**src/rtl/fsp_pkg.sv**
```systemverilog
package fsp_pkg;
  // Register indices; byte address is four times the index
  localparam logic [9:0] IDX_SECURITY = 10'h101;
  localparam logic [9:0] IDX_TEST_MODE = 10'h102;
  localparam logic [9:0] IDX_CONFIG = 10'h103;
  localparam logic [9:0] IDX_PROTECT = 10'h104;
  localparam logic [9:0] IDX_STATUS = 10'h105;
  // Security register fields
  localparam int SEC_BACKDOOR_KEY_ENABLE_BIT = 7;
  localparam logic [1:0] SEC_UNSECURED = 2'h2;
  localparam logic [7:0] SEC_RST = 8'h00;
  // Test mode register
  localparam int TST_WRITE_ALL_BANKS_BIT = 4;
  // Configuration register fields
  localparam int CFG_BEIE_BIT = 7;
  localparam int CFG_COMMAND_COMPLETE_IRQ_ENABLE_BIT = 6;
  localparam int CFG_KEY_ACCESS_MODE_BIT = 5;
  localparam int CFG_BANK_SELECT_BIT = 0;
  localparam logic [7:0] CFG_RST = 8'h00;
  // Protection register fields
  localparam int PR_OPEN_BIT = 7;
  localparam int PR_NV_BIT = 6;
  localparam int PR_HDIS_BIT = 5;
  localparam int PR_HS_LSB = 3;
  localparam int PR_LDIS_BIT = 2;
  localparam int PR_LS_LSB = 0;
  localparam logic [7:0] PR_RST = 8'h00;
  // Status register fields
  localparam int ST_BE_BIT = 7;
  localparam int ST_CC_BIT = 6;
  localparam int ST_PV_BIT = 5;
  localparam int ST_AE_BIT = 4;
  // Sector sizes in bytes for size code 00, and the block size in bytes
  localparam logic [15:0] HI_SIZE_BASE = 16'h0800;
  localparam logic [15:0] LO_SIZE_BASE = 16'h0200;
  localparam logic [15:0] BLOCK_SIZE = 16'h8000;
endpackage

```
**src/rtl/fsp_regs.sv**
```systemverilog
// Our own choice: register access over Wishbone.
`timescale 1ns/1ps
module fsp_regs (
  input wire logic core_clk_i,
  input wire logic arst_n_i,
  input wire logic wb_cyc_i,
  input wire logic wb_stb_i,
  input wire logic wb_we_i,
  input wire logic [11:0] wb_adr_i,
  input wire logic [3:0] wb_sel_i,
  input wire logic [31:0] wb_dat_i,
  output logic [31:0] wb_dat_o,
  output logic wb_ack_o,
  input wire logic [7:0] nv_security_byte_i,
  input wire logic [7:0] nv_protect_blk0_i,
  input wire logic [7:0] nv_protect_blk1_i,
  input wire logic super_user_mode_i,
  input wire logic special_mode_i,
  input wire logic backdoor_unlock_i,
  input wire logic array_write_i,
  input wire logic [15:0] array_addr_i,
  input wire logic array_mass_i,
  input wire logic [1:0] cmd_accept_i,
  input wire logic [1:0] cmd_idle_i,
  output logic secured_o,
  output logic backdoor_enable_o,
  output logic key_access_mode_o,
  output logic key_word_o,
  output logic pgm_grant_o,
  output logic [1:0] cmd_launch_o,
  output logic irq_o
);

  logic [7:0] security_options;
  logic write_all_banks;
  logic [7:0] flash_configuration;
  logic [7:0] sector_protection [2];
  logic [1:0] buffer_empty_flag;
  logic [1:0] all_commands_complete_flag;
  logic [1:0] protection_violation_flag;
  logic [1:0] access_error_flag;
  logic load_pending;
  logic bus_req;
  logic [9:0] idx;
  logic [7:0] wdat;
  logic lane0;
  logic bank_select;
  logic [1:0] wr_bank;
  logic sec_touch;
  logic prot_wr;
  logic stat_wr;
  logic array_bank;
  logic array_prot;
  logic array_viol;
  logic [7:0] next_rdat;

  // Is an address inside a sector protected by this protection byte?
  function automatic logic in_protected(input logic [7:0] pr,
                                        input logic [15:0] addr);
    logic [15:0] off;
    logic [15:0] hi_size;
    logic [15:0] lo_size;
    logic hit;
    off = {1'b0, addr[14:0]};
    hi_size = fsp_pkg::HI_SIZE_BASE << pr[fsp_pkg::PR_HS_LSB +: 2];
    lo_size = fsp_pkg::LO_SIZE_BASE << pr[fsp_pkg::PR_LS_LSB +: 2];
    hit = 1'b0;
    if (!pr[fsp_pkg::PR_HDIS_BIT] &&
        off >= (fsp_pkg::BLOCK_SIZE - hi_size)) begin
      hit = 1'b1;
    end
    if (!pr[fsp_pkg::PR_LDIS_BIT] && off < lo_size) begin
      hit = 1'b1;
    end
    if (!pr[fsp_pkg::PR_OPEN_BIT]) begin
      hit = 1'b1;
    end
    return hit;
  endfunction

  assign bus_req = wb_cyc_i && wb_stb_i && !wb_ack_o;
  assign idx = wb_adr_i[11:2];
  assign wdat = wb_dat_i[7:0];
  assign lane0 = wb_sel_i[0];
  assign bank_select = flash_configuration[fsp_pkg::CFG_BANK_SELECT_BIT];
  assign wr_bank[0] = write_all_banks || !bank_select;
  assign wr_bank[1] = write_all_banks || bank_select;
  assign sec_touch = bus_req && super_user_mode_i &&
                     (idx == fsp_pkg::IDX_SECURITY ||
                      idx == fsp_pkg::IDX_CONFIG ||
                      idx == fsp_pkg::IDX_PROTECT);
  assign prot_wr = bus_req && wb_we_i && lane0 && !super_user_mode_i &&
                   idx == fsp_pkg::IDX_PROTECT;
  assign stat_wr = bus_req && wb_we_i && lane0 &&
                   idx == fsp_pkg::IDX_STATUS;
  // Block 0 sits in the upper half of the map
  assign array_bank = !array_addr_i[15];
  assign array_prot = in_protected(sector_protection[array_bank],
                                   array_addr_i);
  // Mass erase needs open and both ranges disabled
  assign array_viol = array_mass_i ?
      !(sector_protection[array_bank][fsp_pkg::PR_OPEN_BIT] &&
        sector_protection[array_bank][fsp_pkg::PR_HDIS_BIT] &&
        sector_protection[array_bank][fsp_pkg::PR_LDIS_BIT]) :
      array_prot;

  // Option bytes are captured on the first edge after reset release
  always_ff @(posedge core_clk_i or negedge arst_n_i) begin
    if (!arst_n_i) begin
      load_pending <= 1'b1;
    end else begin
      load_pending <= 1'b0;
    end
  end

  // No bus write path exists for this register
  always_ff @(posedge core_clk_i or negedge arst_n_i) begin
    if (!arst_n_i) begin
      security_options <= fsp_pkg::SEC_RST;
    end else if (load_pending) begin
      security_options <= nv_security_byte_i;
    end else if (backdoor_unlock_i &&
                 security_options[fsp_pkg::SEC_BACKDOOR_KEY_ENABLE_BIT]) begin
      security_options[1:0] <= fsp_pkg::SEC_UNSECURED;
    end
  end

  always_ff @(posedge core_clk_i or negedge arst_n_i) begin
    if (!arst_n_i) begin
      write_all_banks <= 1'b0;
    end else if (!special_mode_i) begin
      write_all_banks <= 1'b0;
    end else if (bus_req && wb_we_i && lane0 &&
                 idx == fsp_pkg::IDX_TEST_MODE) begin
      write_all_banks <= wdat[fsp_pkg::TST_WRITE_ALL_BANKS_BIT];
    end
  end

  always_ff @(posedge core_clk_i or negedge arst_n_i) begin
    if (!arst_n_i) begin
      flash_configuration <= fsp_pkg::CFG_RST;
    end else if (bus_req && wb_we_i && lane0 && !super_user_mode_i &&
                 idx == fsp_pkg::IDX_CONFIG) begin
      flash_configuration <= wdat & 8'he1;
    end
  end

  always_ff @(posedge core_clk_i or negedge arst_n_i) begin
    if (!arst_n_i) begin
      sector_protection[0] <= fsp_pkg::PR_RST;
      sector_protection[1] <= fsp_pkg::PR_RST;
    end else if (load_pending) begin
      sector_protection[0] <= nv_protect_blk0_i;
      sector_protection[1] <= nv_protect_blk1_i;
    end else if (prot_wr) begin
      for (int b = 0; b < 2; b++) begin
        if (wr_bank[b]) begin
          sector_protection[b][fsp_pkg::PR_OPEN_BIT] <=
              sector_protection[b][fsp_pkg::PR_OPEN_BIT] &
              wdat[fsp_pkg::PR_OPEN_BIT];
          sector_protection[b][fsp_pkg::PR_HDIS_BIT] <=
              sector_protection[b][fsp_pkg::PR_HDIS_BIT] &
              wdat[fsp_pkg::PR_HDIS_BIT];
          sector_protection[b][fsp_pkg::PR_LDIS_BIT] <=
              sector_protection[b][fsp_pkg::PR_LDIS_BIT] &
              wdat[fsp_pkg::PR_LDIS_BIT];
          if (sector_protection[b][fsp_pkg::PR_HDIS_BIT]) begin
            sector_protection[b][fsp_pkg::PR_HS_LSB +: 2] <=
                wdat[fsp_pkg::PR_HS_LSB +: 2];
          end
          if (sector_protection[b][fsp_pkg::PR_LDIS_BIT]) begin
            sector_protection[b][fsp_pkg::PR_LS_LSB +: 2] <=
                wdat[fsp_pkg::PR_LS_LSB +: 2];
          end
        end
      end
    end
  end

  // Status flags; hardware sets other than command complete are ordered last so they beat clears
  always_ff @(posedge core_clk_i or negedge arst_n_i) begin
    if (!arst_n_i) begin
      buffer_empty_flag <= 2'h3;
      all_commands_complete_flag <= 2'h3;
      protection_violation_flag <= 2'h0;
      access_error_flag <= 2'h0;
      cmd_launch_o <= 2'h0;
    end else begin
      cmd_launch_o <= 2'h0;
      for (int b = 0; b < 2; b++) begin
        // Ordered first: a launch in this cycle leaves work pending
        if (cmd_idle_i[b] && buffer_empty_flag[b]) begin
          all_commands_complete_flag[b] <= 1'b1;
        end
        if (stat_wr && wr_bank[b]) begin
          if (wdat[fsp_pkg::ST_PV_BIT]) begin
            protection_violation_flag[b] <= 1'b0;
          end
          if (wdat[fsp_pkg::ST_AE_BIT]) begin
            access_error_flag[b] <= 1'b0;
          end
          if (!wdat[fsp_pkg::ST_BE_BIT]) begin
            access_error_flag[b] <= 1'b1;
          end else if (buffer_empty_flag[b] &&
                       !protection_violation_flag[b] &&
                       !access_error_flag[b]) begin
            buffer_empty_flag[b] <= 1'b0;
            all_commands_complete_flag[b] <= 1'b0;
            cmd_launch_o[b] <= 1'b1;
          end
        end
        if (cmd_accept_i[b]) begin
          buffer_empty_flag[b] <= 1'b1;
        end
        if (sec_touch && (b == 32'(bank_select))) begin
          access_error_flag[b] <= 1'b1;
        end
        if (array_write_i && !key_access_mode_o && array_viol &&
            (b == 32'(array_bank))) begin
          protection_violation_flag[b] <= 1'b1;
        end
      end
    end
  end

  // Reads never consult protection, so protected data reads back as stored
  always_comb begin
    next_rdat = 8'h00;
    case (idx)
      fsp_pkg::IDX_SECURITY: next_rdat = security_options;
      fsp_pkg::IDX_TEST_MODE: begin
        if (special_mode_i) begin
          next_rdat[fsp_pkg::TST_WRITE_ALL_BANKS_BIT] = write_all_banks;
        end
      end
      fsp_pkg::IDX_CONFIG: next_rdat = flash_configuration;
      fsp_pkg::IDX_PROTECT: next_rdat = sector_protection[bank_select];
      fsp_pkg::IDX_STATUS: begin
        next_rdat[fsp_pkg::ST_BE_BIT] = buffer_empty_flag[bank_select];
        next_rdat[fsp_pkg::ST_CC_BIT] =
            all_commands_complete_flag[bank_select];
        next_rdat[fsp_pkg::ST_PV_BIT] =
            protection_violation_flag[bank_select];
        next_rdat[fsp_pkg::ST_AE_BIT] = access_error_flag[bank_select];
      end
      default: next_rdat = 8'h00;
    endcase
  end

  // Every access, mapped or not, answers one cycle later
  always_ff @(posedge core_clk_i or negedge arst_n_i) begin
    if (!arst_n_i) begin
      wb_ack_o <= 1'b0;
      wb_dat_o <= 32'h0000_0000;
    end else begin
      wb_ack_o <= bus_req;
      if (bus_req && !wb_we_i) begin
        wb_dat_o <= {24'h00_0000, next_rdat};
      end
    end
  end

  always_ff @(posedge core_clk_i or negedge arst_n_i) begin
    if (!arst_n_i) begin
      secured_o <= 1'b1;
      backdoor_enable_o <= 1'b0;
      key_access_mode_o <= 1'b0;
      key_word_o <= 1'b0;
      pgm_grant_o <= 1'b0;
    end else begin
      secured_o <= security_options[1:0] != fsp_pkg::SEC_UNSECURED;
      backdoor_enable_o <= security_options[fsp_pkg::SEC_BACKDOOR_KEY_ENABLE_BIT];
      key_access_mode_o <= flash_configuration[fsp_pkg::CFG_KEY_ACCESS_MODE_BIT];
      key_word_o <= array_write_i && key_access_mode_o;
      pgm_grant_o <= array_write_i && !key_access_mode_o &&
                     !array_viol;
    end
  end

  always_ff @(posedge core_clk_i or negedge arst_n_i) begin
    if (!arst_n_i) begin
      irq_o <= 1'b0;
    end else begin
      irq_o <= (flash_configuration[fsp_pkg::CFG_BEIE_BIT] &&
                |buffer_empty_flag) ||
               (flash_configuration[fsp_pkg::CFG_COMMAND_COMPLETE_IRQ_ENABLE_BIT] &&
                |all_commands_complete_flag);
    end
  end

  property p_sec_readonly;
    @(posedge core_clk_i) disable iff (!arst_n_i)
    (!load_pending && !backdoor_unlock_i) |=> $stable(security_options);
  endproperty
  a_sec_readonly: assert property (p_sec_readonly)
    else $error("security register changed without load or unlock");

  property p_su_error;
    @(posedge core_clk_i) disable iff (!arst_n_i)
    sec_touch |=> access_error_flag[$past(bank_select)];
  endproperty
  a_su_error: assert property (p_su_error)
    else $error("super-user access did not set access error");

  property p_unlock;
    @(posedge core_clk_i) disable iff (!arst_n_i)
    (backdoor_unlock_i && !load_pending && backdoor_enable_o) |=>
      security_options[1:0] == 2'h2 ##1 !secured_o;
  endproperty
  a_unlock: assert property (p_unlock)
    else $error("backdoor unlock did not unsecure");

  property p_secured;
    @(posedge core_clk_i) disable iff (!arst_n_i)
    ##1 secured_o == ($past(security_options[1:0]) != 2'h2);
  endproperty
  a_secured: assert property (p_secured)
    else $error("secured output disagrees with security field");

  property p_test_zero;
    @(posedge core_clk_i) disable iff (!arst_n_i)
    (bus_req && !wb_we_i && idx == fsp_pkg::IDX_TEST_MODE &&
     !special_mode_i) |=> wb_ack_o && wb_dat_o == 32'h0000_0000;
  endproperty
  a_test_zero: assert property (p_test_zero)
    else $error("test register not zero in normal mode");

  property p_irq;
    @(posedge core_clk_i) disable iff (!arst_n_i)
    (flash_configuration[7] && buffer_empty_flag[0]) |=> irq_o;
  endproperty
  a_irq: assert property (p_irq)
    else $error("buffer-empty interrupt missing");

  property p_open_only_clears;
    @(posedge core_clk_i) disable iff (!arst_n_i)
    !load_pending |=> !$rose(sector_protection[0][7]) &&
                      !$rose(sector_protection[1][7]);
  endproperty
  a_open_only_clears: assert property (p_open_only_clears)
    else $error("open bit was set by software");

  property p_violation;
    @(posedge core_clk_i) disable iff (!arst_n_i)
    (array_write_i && !key_access_mode_o && array_viol) |=>
      protection_violation_flag[$past(array_bank)] && !pgm_grant_o;
  endproperty
  a_violation: assert property (p_violation)
    else $error("protected program did not flag violation");

  property p_launch_blocked;
    @(posedge core_clk_i) disable iff (!arst_n_i)
    (stat_wr && wr_bank[0] &&
     (protection_violation_flag[0] || access_error_flag[0])) |=>
      !cmd_launch_o[0];
  endproperty
  a_launch_blocked: assert property (p_launch_blocked)
    else $error("command launched while an error flag was set");

  property p_complete_clears;
    @(posedge core_clk_i) disable iff (!arst_n_i)
    cmd_launch_o != 2'h0 |->
      (cmd_launch_o & (all_commands_complete_flag | buffer_empty_flag)) ==
      2'h0;
  endproperty
  a_complete_clears: assert property (p_complete_clears)
    else $error("launch left complete or empty flag set");

endmodule

```
**config.mk**
```make
export PLATFORM = sky130hd
export DESIGN_NAME = fsp_regs
export DESIGN_NICKNAME = d
export VERILOG_FILES = /design/src/rtl/fsp_pkg.sv /design/src/rtl/fsp_regs.sv
export SDC_FILE = /design/constraint.sdc
export NUM_CORES = 1
export LEC_CHECK = 0
export ABC_CLOCK_PERIOD_IN_PS = 3700
export BUFFER_PORTS_ARGS = -buffer_cell sky130_fd_sc_hd__clkbuf_2
export CAP_MARGIN = 20
export CORE_MARGIN = 1
export CORE_UTILIZATION = 53
export CTS_BUF_LIST = sky130_fd_sc_hd__clkbuf_8
export CTS_CLUSTER_SIZE = 40
export DETAILED_ROUTE_END_ITERATION = 10
export PLACE_DENSITY = 0.88
export SYNTH_ARGS = -nofsm -noshare
export SYNTH_HDL_FRONTEND = slang
export SYNTH_SLANG_ARGS = --single-unit
export TNS_END_PERCENT = 50
```
**constraint.sdc**
```tcl
create_clock -name core_clk_i -period 3.7 [get_ports core_clk_i]
set_input_delay 0.185 -clock core_clk_i [delete_from_list [all_inputs] [get_ports core_clk_i]]
set_output_delay 0.185 -clock core_clk_i [all_outputs]
set_load 0.03 [all_outputs]
```
======== Yosys cells after proc, flatten, opt, wreduce, memory -nomap -nowiden ========
Index checks and enable logic that the tools add are counted.
storage, ports and cells
  register bits after elaboration ......... 55
  input port bits ......................... 102
  output and inout port bits .............. 41
  word-level logic and storage cells ...... 216
operators by class
  add/sub/neg operators ................... 1
  order comparisons ....................... 5
  equality and inequality tests ........... 9
  shifts and indexed selects .............. 2
  mux-type cells .......................... 73
  bitwise operators ....................... 9
  reductions and logical operators ........ 88
operators with widths
  operator                count
  $mux 1                  52
  $eq 10x9->1 const B     5
  $mux 8                  6
  $reduce_bool 2->1       20
  $logic_and 1x1->1       35
  $mux 6                  4
  $reduce_and 3->1        6
  $ge 15x16->1            1
  $lt 15x16->1            1
  $shl 10x2->16 const A   1
  $shl 12x2->16 const A   1
  $sub 16x16->16 const A  1
  $logic_not 1->1         14
  $mux 7                  2
  $mux 2                  6
  $pmux 3 s4              1
  $pmux 4 s3              1
  $reduce_and 2->1        6
  $and 1x1->1             6
  $ne 3x2->1 const B      2
  $logic_or 1x1->1        5
  $ge 2x2->1 const B      2
  $not 1->2               2
  $pmux 1 s4              1
  other kinds (5)         6

======== Logic depth before layout (Yosys ltp) ========
Gate-level depths: netlist (run 1).
  word-level depth ........................ 17
  depth in mapped cells ................... 11
  depth with buffers taken out ............ 9

======== Worst setup path after synthesis (run 1) ========
OpenSTA, ideal clock, no wires.
  kind .................................... input port to flip-flop
  start point ............................. in array_addr_i[15]
  end point ............................... reg protection_violation_flag[1]
  setup time .............................. 132 ps
  data arrival time ....................... 1998 ps
  required time ........................... 3568 ps
  setup slack ............................. 1570 ps
  stages on the path ...................... 10
  path buffers ............................ 2
  cell sequence ........................... clkbuf_1 > buf_1 > mux2i_1 > nand2_1 > ha_1 > o21a_1 > o21ai_0 > a21oi_1 > o21ai_0 > o2bb2ai_1
on the way
  cells in the longest elaborated chain, start to end .. 17
  elaborated cells between the ends (all ways) .. 27
  those cells by class .................... 1 x add/sub; 2 x order compare; 2 x shift; 8 x mux; 1 x bitwise; 13 x reduce/logical
ends and longest elaborated chain
  element                                     line             text
  from (decl)                                 fsp_regs.sv:21   input wire logic [15:0] array_addr_i,
  $logic_not 1->1 *                           fsp_regs.sv:97   assign array_bank = !array_addr_i[15];
  $not 1->2 (not written as such)             --
  $mux 8 (not written as such) (3 in series)  fsp_regs.sv:104  sector_protection[array_bank][fsp_pkg::PR_LDIS_BIT]) :
  $shl 12x2->16                               fsp_regs.sv:65   hi_size = fsp_pkg::HI_SIZE_BASE << pr[fsp_pkg::PR_HS_LSB +: 2];
  $sub 16x16->16                              fsp_regs.sv:69   off >= (fsp_pkg::BLOCK_SIZE - hi_size)) begin
  $ge 15x16->1                                fsp_regs.sv:69
  $logic_and 1x1->1                           fsp_regs.sv:68   if (!pr[fsp_pkg::PR_HDIS_BIT] &&
  $mux 1                                      fsp_regs.sv:68
  $mux 1                                      fsp_regs.sv:72   if (!pr[fsp_pkg::PR_LDIS_BIT] && off < lo_size) begin
  $mux 1                                      fsp_regs.sv:75   if (!pr[fsp_pkg::PR_OPEN_BIT]) begin
  $mux 1                                      fsp_regs.sv:101  assign array_viol = array_mass_i ?
  $logic_and 1x1->1                           fsp_regs.sv:218  if (array_write_i && !key_access_mode_o && array_viol &&
  $logic_and 1x1->1 *                         fsp_regs.sv:218
  $reduce_bool 2->1 (no source line)          --
  $reduce_and 2->1 (no source line)           --
  to (signal assigned)                        fsp_regs.sv:185  protection_violation_flag <= 2'h0;
  to (signal, indexed assignment)             fsp_regs.sv:197  protection_violation_flag[b] <= 1'b0;
  to (signal, indexed assignment)             fsp_regs.sv:220  protection_violation_flag[b] <= 1'b1;
  to (decl)                                   fsp_regs.sv:40   logic [1:0] protection_violation_flag;
Every way passes the cells marked *; elsewhere a longest branch is shown, timed or not. The select of a mux whose other input is x is not followed.
A chain may end at the register's enable or synchronous reset.

======== Final worst setup path (run 1) ========
  start point ............................. reg wb_ack_o
  end point ............................... reg sector_protection[1] (netlist bit)
on the way
  cells in the longest elaborated chain, start to end .. 8
ends and longest elaborated chain
  element                             line             text
  from (decl)                         fsp_regs.sv:13   output logic wb_ack_o,
  from (signal assigned)              fsp_regs.sv:256  wb_ack_o <= bus_req;
  $logic_not 1->1                     fsp_regs.sv:81   assign bus_req = wb_cyc_i && wb_stb_i && !wb_ack_o;
  $logic_and 1x1->1                   fsp_regs.sv:81
  $logic_and 1x1->1 (4 in series)     fsp_regs.sv:92   assign prot_wr = bus_req && wb_we_i && lane0 && !super_user_mode_i &&
  $reduce_bool 2->1 (no source line)  --
  $reduce_and 3->1 (no source line)   --
  to (signal, indexed assignment)     fsp_regs.sv:158  sector_protection[b][fsp_pkg::PR_OPEN_BIT] <=
  to (signal, indexed assignment)     fsp_regs.sv:161  sector_protection[b][fsp_pkg::PR_HDIS_BIT] <=
  to (signal, indexed assignment)     fsp_regs.sv:164  sector_protection[b][fsp_pkg::PR_LDIS_BIT] <=
  to (decl)                           fsp_regs.sv:37   logic [7:0] sector_protection [2];
Every way passes these cells.

==> results of run 1 <==
worst max-delay path: stages (launching register included):
cell                      delay, ps
sky130_fd_sc_hd__dfrtp_1        390
sky130_fd_sc_hd__and3b_1        330
sky130_fd_sc_hd__nand4_2        260
sky130_fd_sc_hd__nor4b_2        450
sky130_fd_sc_hd__mux2_2         380
sky130_fd_sc_hd__mux2_2         260
Yosys cell counts (3+ instances only):
library cell               count
sky130_fd_sc_hd__dfrtp_1      49
sky130_fd_sc_hd__buf_4        24
sky130_fd_sc_hd__o221ai_1      3
sky130_fd_sc_hd__mux2_2       25
sky130_fd_sc_hd__a21oi_1      11
sky130_fd_sc_hd__nand2b_1      5
sky130_fd_sc_hd__clkbuf_1      8
sky130_fd_sc_hd__o21ai_0      35
sky130_fd_sc_hd__ha_1          8
sky130_fd_sc_hd__nand3_1       4
sky130_fd_sc_hd__nand2_1      30
sky130_fd_sc_hd__nor2_1       15
sky130_fd_sc_hd__mux2i_1       8
sky130_fd_sc_hd__mux4_2        4
sky130_fd_sc_hd__inv_1        12
sky130_fd_sc_hd__a31oi_1       5
sky130_fd_sc_hd__a22oi_1       4
sky130_fd_sc_hd__dfstp_2       6
sky130_fd_sc_hd__nor4_2        3
sky130_fd_sc_hd__nor2b_1       3
sky130_fd_sc_hd__nor3_1        6
sky130_fd_sc_hd__nor3b_1       4
sky130_fd_sc_hd__buf_2         3
sky130_fd_sc_hd__nand3b_1      3
sky130_fd_sc_hd__and2_1        3
power groups by stage:
stage,logic (W),registers [W],clock network [W]
3_5_place_dp,0.000220,0.000678,0
4_1_cts,0.000221,0.000666,0.000365
6_report,0.000222,0.000668,0.000362
5_1_grt,0.000246,0.000672,0.000401
3_3_place_gp,0.000213,0.000675,0
2_1_floorplan,0.000162,0.000666,0
worst max-delay path by stage:
stage	startpoint	end	slack, ps	cells past startpoint
2_1_floorplan	array_addr_i[15]	protection_violation_flag[1]	1570	10
3_3_place_gp	wb_adr_i[3]	sector_protection[0]	1570	6
3_5_place_dp	wb_adr_i[3]	sector_protection[1]	1510	6
4_1_cts	wb_ack_o	sector_protection[1]	1510	5
5_1_grt	wb_ack_o	sector_protection[1]	1410	5
6_report	wb_ack_o	sector_protection[1]	1520	5
routing by layer:
| layer | track usage, % | up-vias | wire length (um) |
|---|---|---|---|
| li1 | - | 1229 | - |
| met1 | 34.98 | 1218 | 3078 |
| met2 | 38.72 | 163 | 3329 |
| met3 | 5.943 | 21 | 708 |
| met4 | 8.393 | 0 | 193 |
| met5 | 0 | - | 0 |
layout make-up:
| cell class | instances | area (sq um) |
|---|---|---|
| inverter | 12 | 45.04 |
| sequential | 55 | 1384 |
| clock buffer | 5 | 68.82 |
| multi-input combinational | 234 | 1647 |
| tap | 75 | 93.84 |
| clock inverter | 3 | 33.78 |
| fill | 498 | 2196 |
| timing repair buffer | 82 | 417.9 |
layout by cell type, fill, tap and decap left out, drive strengths merged, types with 8 or more instances in the layout:
cell     n
nand2   30
o21ai   36
nor2    15
mux2    25
a21oi   11
conb    26
inv     13
dfrtp   49
mux2i    8
ha       8
clkbuf  85
flip-flops by register name, indices dropped and copies added, names as in the netlist:
register / cells
wb_dat_o: 8
load_pending: 1
access_error_flag: 2
pgm_grant_o: 1
protection_violation_flag: 2
write_all_banks: 1
backdoor_enable_o: 1
secured_o: 1
wb_ack_o: 1
flash_configuration: 4
cmd_launch_o: 2
security_options: 8
buffer_empty_flag: 2
sector_protection: 16
key_access_mode_o: 1
key_word_o: 1
irq_o: 1
all_commands_complete_flag: 2
cell families (layout without fill, tap and decap cells):
group                    count (synthesis)  in the layout  synth area share [%]
flip-flops                              55             55                 43.04
buffers and inverters                   49            102                 8.676
adder cells (fa/ha/maj)                  8              8                 3.113
other                                    1             26                0.1166
AND/OR/NAND/NOR                         91             91                 17.43
multiplexers                            37             37                 14.05
AO/OA/AOI/OAI                           72             72                 13.58
per-stage QoR:
stage | setup WS (ps) | hold slack, ps | utilization, % | instances | total power [W]
after floorplan | 1570 | -110.6 | - | 338 | 0.0008276
after global placement | 1566 | 194.9 | 60.78 | 457 | 0.0008880
after detailed placement | 1506 | 207.4 | 60.78 | 457 | 0.0008971
after CTS | 1507 | 52.04 | 62.69 | 466 | 0.001253
after global routing | 1413 | 44.90 | 62.69 | 466 | 0.001319
final | 1523 | 50.32 | 62.69 | 466 | 0.001252
==> run summary, run 1 <==
Setup violations remaining at the end of the flow were counted as 0. The arrival time of data at the critical path endpoint is 2390 ps. The number of nets with antenna violations after routing came out at 0. A synthesized cell averages 10.27 sq um. The first global-routing pass estimated 12040 um of wire. The count of input and output buffers is 80. The hold violation count in the final report came to 0. The die span in x is around 80 um. The total wire length came out at ~7300 um. The time the final worst path needs with I/O delays and setup is 2177 ps. Measured against its own limit, the worst slew margin works out to 50.16%. The register-to-register path setup slack came out at 1520 ps. STA classifies the critical path startpoint as a flop.

The number of resized instances in the post-cts repair step came out at 0. The number of nets at the end of the flow is 500. Sequential elements use 43.04% of the synthesized area. The share of total power dissipated in combinational logic is 17.7%. The antenna diode instance count came out at 0. The worst min-delay path class is input pin to flop. After the first detailed-routing iteration, the DRC count stood at 282.

The endpoint type of the worst setup path is a flop. The per-cell via count in the routed design came out at 5.646. The path with the worst hold slack has its endpoint at buffer_empty_flag[1]. The floorplan core area came out at 5886 sq um.

TritonCTS created 5 clock buffers. The pre-antenna-repair detailed-routing pass consisted of 5 iterations. The die covers 6382 sq um. The deepest clock path buffer count came out at 2. CTS placed an instance of sky130_fd_sc_hd__clkbuf_8 at the clock tree root. The overall via count from detail_route is between 2000 and 3000.

The tree built by TritonCTS fans out to 55 sinks. Sorting the synthesized cells by area gives the leading types as sky130_fd_sc_hd__dfrtp_1, sky130_fd_sc_hd__mux2_2, sky130_fd_sc_hd__buf_4. The clock insertion delay at the later pin of the skew report is 320 ps.

Counting flops and latches in the post-synthesis netlist gives 55. Power spread over the standard cell area amounts to 339.4 nW/um^2. The run finished with clean final reports. The floorplan step set the die height to 79.89 um.

The number of cells on the worst reg-to-reg path came out at 5. The maximum clock frequency is 0.4594 GHz. The count of flip-flops with a built-in enable after synthesis is 0. The number of antenna violations at the first check in global routing came out at 0. The tool flagged a number of max-cap violations equal to 0. The clock share of power is between 20% and 30%. The remaining routing DRC violations came out at 0. The sum of overflow across all layers after global routing came out at 0. The global-route usage over all layers is 25.21%. The fraction of the cycle the final worst path needs is 58.84%. Sequential cells account for 53.4% of the total power. The number of pins with negative max-slew slack in the final report is 0.

Counting every instance in the synthesized netlist gives approximately 310. The clock transition at the registers of the reported paths is 110 ps. In this run the core area contains 28 standard-cell rows. The largest net degree at the start of global routing came out at 35. The post-CTS setup repair buffer count is 0. The routed wirelength normalized by instance count came out at 15.68 um.

The distinct cell type count after synthesis is about 50. The leakage power is between 1.5 and 2 nW. In this run the critical register-to-register path is captured at sector_protection[1]. In this run the worst path has a maximum fanout of 7.

sky130_fd_sc_hd__dfrtp_1 takes more of the synthesized area than any other cell. The share of layout cells above drive strength 1 is 35.29%. The HPWL after detailed placement is 5684 um. The maximum clock skew at final layout came out at 14.69 ps. The fraction of registers with async set/reset is 100.0%. The reported net switching power came out at 0.0003859 W. Along the worst hold path, the cell count comes to 2. The number of warning messages in the yosys log came out at 0. The worst register-to-register path begins at wb_ack_o. The share of the synthesized area in the top cell type came out at 38.13%. The peak supply drop came out at 0.3612 mV. The summed area of non-filler cells in the final layout is 3690 sq um. The launch instance of the worst min-delay path is cmd_accept_i[1]. Routability-driven placement finished with a final weighted congestion of around 0.91. The starting density of the core is 54.63%. The instance area at placement is 3577 sq um. The endpoint required time on the critical path came out at between 3000 and 4000 ps. The total number of H-tree levels is 2. Setup repair after global routing left no endpoint under its margin. Compared with the post-synthesis result, the final layout area differs by 14.75%.

The number of hold buffers added after cts came out at 1. For the pin with the worst max-slew slack, the measured transition is ~740 ps. The critical path class is flop to flop. Internal power comes to about 0.00087 W. In the synthesized netlist the dominant register cell turns out to be sky130_fd_sc_hd__dfrtp_1. TritonCTS built the clock tree. The switching share of power is 30.82%. The number of global-route vias before repair is 2403.

The netlist area before placement came out at 3216 sq um. For this design the top-level I/O count stands at 143. The setup TNS is 0 ps.
No activity file was read; power rests on OpenSTA's default activity.
==> run 2, diff against run 1 <==
ABC_AREA = 1   (was not set)
ABC_CLOCK_PERIOD_IN_PS = 2100   (was 3700)
CORE_UTILIZATION = 50   (was 53)
PLACE_DENSITY = 0.83   (was 0.88)
clock period = 2.1 ns   (was 3.7 ns; I/O delays follow)
==> run 2 against run 1 <==
  * Sequential power grew 71%
  * Critical path depth grew 4
  * Non-clock buffer count grew 13
  * Critical path type unchanged
  * Critical endpoint is now pgm_grant_o
==> run summary, run 2 <==
The die span in y came out at 85.03 um. The hold violation count in the final report came out at 0. The TritonCTS clock tree is yes.

The critical path in this run is classified as flop to flop. In the final layout, the registers with the most flip-flops are sector_protection x16, security_options x8, wb_dat_o x8. The count of flip-flops with a built-in enable after synthesis came out at 0.

The clock arrives with between 9 and 10 ps of skew. For this run, the leading register cell type out of synthesis is sky130_fd_sc_hd__dfrtp_1. Walking the worst path, the cells encountered are o21ai_0 > nand2_1 > ha_1 > nand2_1 > nor2_1 > nand2_1 > nand4_1 > nand3_1 > nor3_1.

The peak supply drop is roughly 0.28 mV. Yosys mapped the design onto 35 distinct sky130hd cell types. The first global-routing pass estimated between 10000 and 15000 um of wire.

The smallest clock period supported by the final layout is computed as 1988 ps. Clock tree synthesis selected as its root buffer the cell sky130_fd_sc_hd__clkbuf_8. The peak per-stage delay on the critical path is just over 400 ps. The leakage power came out at 2.254 nW. The layout overhead on the synthesized area is 17.68%. The maximum clock frequency came out at ~0.50 GHz.

The largest net degree at the start of global routing is 37. The min-delay analysis places its worst path in the category input pin to flop. The reported net switching power is roughly 0.00070 W. The floorplan core area is 6495 sq um. STA classifies the critical path startpoint as a flop. The overall via count from detail_route came out at 3416. The antenna diode instance count is 0.

The number of pins with negative max-slew slack in the final report came out at 0. Yosys printed 0 warnings. The count of input and output buffers came out at 81. The switching share of power is 31.45%. The die outline area came out at 7230 sq um. From left edge to right edge, the die measures 85.03 um. Setup violations remaining at the end of the flow were counted as 0. Ranked by instance count, the synthesized netlist is headed by sky130_fd_sc_hd__nand2_1, sky130_fd_sc_hd__inv_1, sky130_fd_sc_hd__dfrtp_1.

The leading cell type in the layout, fill and taps excluded is sky130_fd_sc_hd__nand2_1. The number of global-route vias before repair is between 3000 and 4000. Dividing the detail-routed via count by the number of cells gives 5.304. The number of antenna violations at the first check in global routing came to 0. The HPWL after detailed placement came out at 6661 um. Ranked by flip-flop count, first place goes to sector_protection. The post-CTS setup repair buffer count is 0.

The share of layout cells above drive strength 1 came out at 22.93%. STA classifies the critical path endpoint as a flop. The fraction of the cycle the final worst path needs came out at 94.68%. The origin of the worst setup path is sector_protection[0]. The deepest clock path buffer count came out at 2. The cell-internal power came out at 0.001532 W.

The top-level port count is 143. The worst slack at placement is 143.3 ps. The fraction of registers with async set/reset came out at 100.0%.

In this design, the critical path's most frequently occurring cell is sky130_fd_sc_hd__nand2_1. The clock transition at the registers of the reported paths is 110 ps. The sum of overflow across all layers after global routing came out at 0. Fill cells in the final layout number 580. After detailed routing, the total wire length is 8517 um. The tightest slew margin relative to the limit came out at 47.63%.

The routed wirelength normalized by instance count is 13.23 um. The synthesized design devotes to its leading area cell type 35.57% of total area. At the later pin of the worst-skew pair, clock insertion delay measures 320 ps. The arrival time of data at the critical path endpoint is 2230 ps.

The share of synthesized area occupied by flip-flops and latches is around 40%. For this run, the total global-route usage over all layers was measured as 24.09%. Dividing total power by cell area gives a power density of 551.0 nW/um^2. The starting density of the core is 53.07%. The logic gate share of total power came out at 20.2%. The worst path meets setup with 111.7 ps of slack. Data on the critical path is required at its endpoint by 2340 ps. The number of detailed-route iterations in the first pass is 5.

The congestion estimate from routability-driven global placement came to 0.9009. The slew of the pin with the lowest slew margin came out at 784.7 ps. The launch instance of the worst min-delay path is nv_security_byte_i[6]. The per-instance average area after synthesis is between 7 and 8 sq um. The largest fanout on the critical path is 3. The reg-to-reg startpoint is sector_protection[0]. The number of nets with antenna violations after routing is 0. The number of flip-flops under the largest register name is 16. The number of CTS-inserted buffers is 5.

The number of sinks driven by the clock tree came out at 55. In the post-synthesis netlist, the biggest area contributors are sky130_fd_sc_hd__dfrtp_1, sky130_fd_sc_hd__nand2_1, sky130_fd_sc_hd__o21ai_0. Row generation in the floorplan step produced 29 rows. The biggest area contributor in the post-synthesis netlist is sky130_fd_sc_hd__dfrtp_1. Across the run, the number of max-cap violations was 0. The run finished with clean final reports. The count of routing violations after the opening detailed-route iteration came out at 240. The clock share of power is 28.7%. The slowest stage of the critical path is the sky130_fd_sc_hd__dfrtp_1 cell. The part of the power in registers came out at 51.1%. The number of synthesized register bits came out at 55.

The remaining routing DRC violations is 0. After the last flow step, the layout net total stands at 676. The H-tree generated during clock tree synthesis spans 2 levels. Setup repair after global routing left no endpoint under its margin.

After technology mapping, the gate count stands at ~470. In the layout the commonest cells are sky130_fd_sc_hd__nand2_1, sky130_fd_sc_hd__clkbuf_2, sky130_fd_sc_hd__inv_1. The netlist area before placement came out at 3447 sq um.

Setup total negative slack on the finished layout was measured at 0 ps. By instance count, the leading cell after synthesis is sky130_fd_sc_hd__nand2_1. The final cell count without fillers is 644. Counting tap cells, the placed design contains a total of 629 instances.
## run 2: changes by cell type after synthesis, moves of 8 or more
cell                      change
sky130_fd_sc_hd__nand2_1    +117
sky130_fd_sc_hd__nor2_1      +11
sky130_fd_sc_hd__mux2_2      -25
sky130_fd_sc_hd__inv_1       +44
sky130_fd_sc_hd__o21ai_0      +8
sky130_fd_sc_hd__nor2_2       +8
sky130_fd_sc_hd__nand3_1     +30
## run 2: cell type report
cell class                 count  area, sq um  area share, %
clock buffer                   6        82.58          2.036
clock inverter                 2        16.27         0.4010
inverter                      59        221.5          5.460
multi-input combinational    350         1715          42.29
sequential                    55         1384          34.11
tap                           77        96.34          2.375
timing repair buffer          95        540.5          13.33
## run 2: path summary, 6_finish.rpt
path | depth (start not counted) | slack [ps] | endpoint
setup / recovery | 9 | 110 | pgm_grant_o
hold / removal | 3 | 3 | security_options[6]
setup reg to reg | 9 | 110 | pgm_grant_o
hold reg to reg | 0 | 450 | key_access_mode_o
max in group asynchronous | 3 | 1060 | load_pending
min in group asynchronous | 2 | 370 | wb_ack_o
## run 2: power groups by stage
stage	registers [W]	logic, W	clock network (W)
after CTS	0.00114	0.000449	0.000644
after global routing	0.00115	0.000508	0.000691
after floorplan	0.00117	0.000301	0
after detailed placement	0.00116	0.000437	0
final	0.00114	0.000451	0.000641
after global placement	0.00116	0.000420	0
## run 2: per-layer routing
metal / share of wire [%] / global-route usage, %
met4: 3.1 / 10.48
met1: 42 / 30.91
met2: 48 / 40.47
met3: 6.8 / 3.696
met5: 0 / 0
## run 2: timing repair
action / in CTS / in global routing
resized for setup: 0 / 2
endpoints found under the setup margin: 0 / 3
hold buffers: 7 / 0
hold endpoints to repair: 28 / 0
## run 2: kinds of logic (layout without fill, tap and decap cells)
group | Yosys count | in the layout | share of synthesized area, %
AO/OA/AOI/OAI | 73 | 73 | 12.05
other | 1 | 26 | 0.1088
adder cells (fa/ha/maj) | 8 | 8 | 2.904
buffers and inverters | 93 | 162 | 12.96
flip-flops | 55 | 55 | 40.15
AND/OR/NAND/NOR | 240 | 240 | 30.82
multiplexers | 3 | 3 | 1.016
## run 2: critical path, delay by kind of cell, from the launching register on
| family | cells | cell delay [ps] |
|---|---|---|
| adder cells (fa/ha/maj) | 1 | 300 |
| AO/OA/AOI/OAI | 1 | 350 |
| AND/OR/NAND/NOR | 7 | 850 |
| flip-flops | 1 | 410 |
## run 2: metrics by stage
stage                     hold WS (ps)  util, %  instance area [sq um]  power (W)
after global placement           181.8    59.78                   3882   0.001580
after detailed placement         192.6    59.78                   3882   0.001599
after floorplan                 -190.6        -                   3541   0.001467
final                            3.273    62.45                   4056   0.002235
after global routing             1.589    62.45                   4056   0.002346
after CTS                       0.2529    62.38                   4051   0.002234
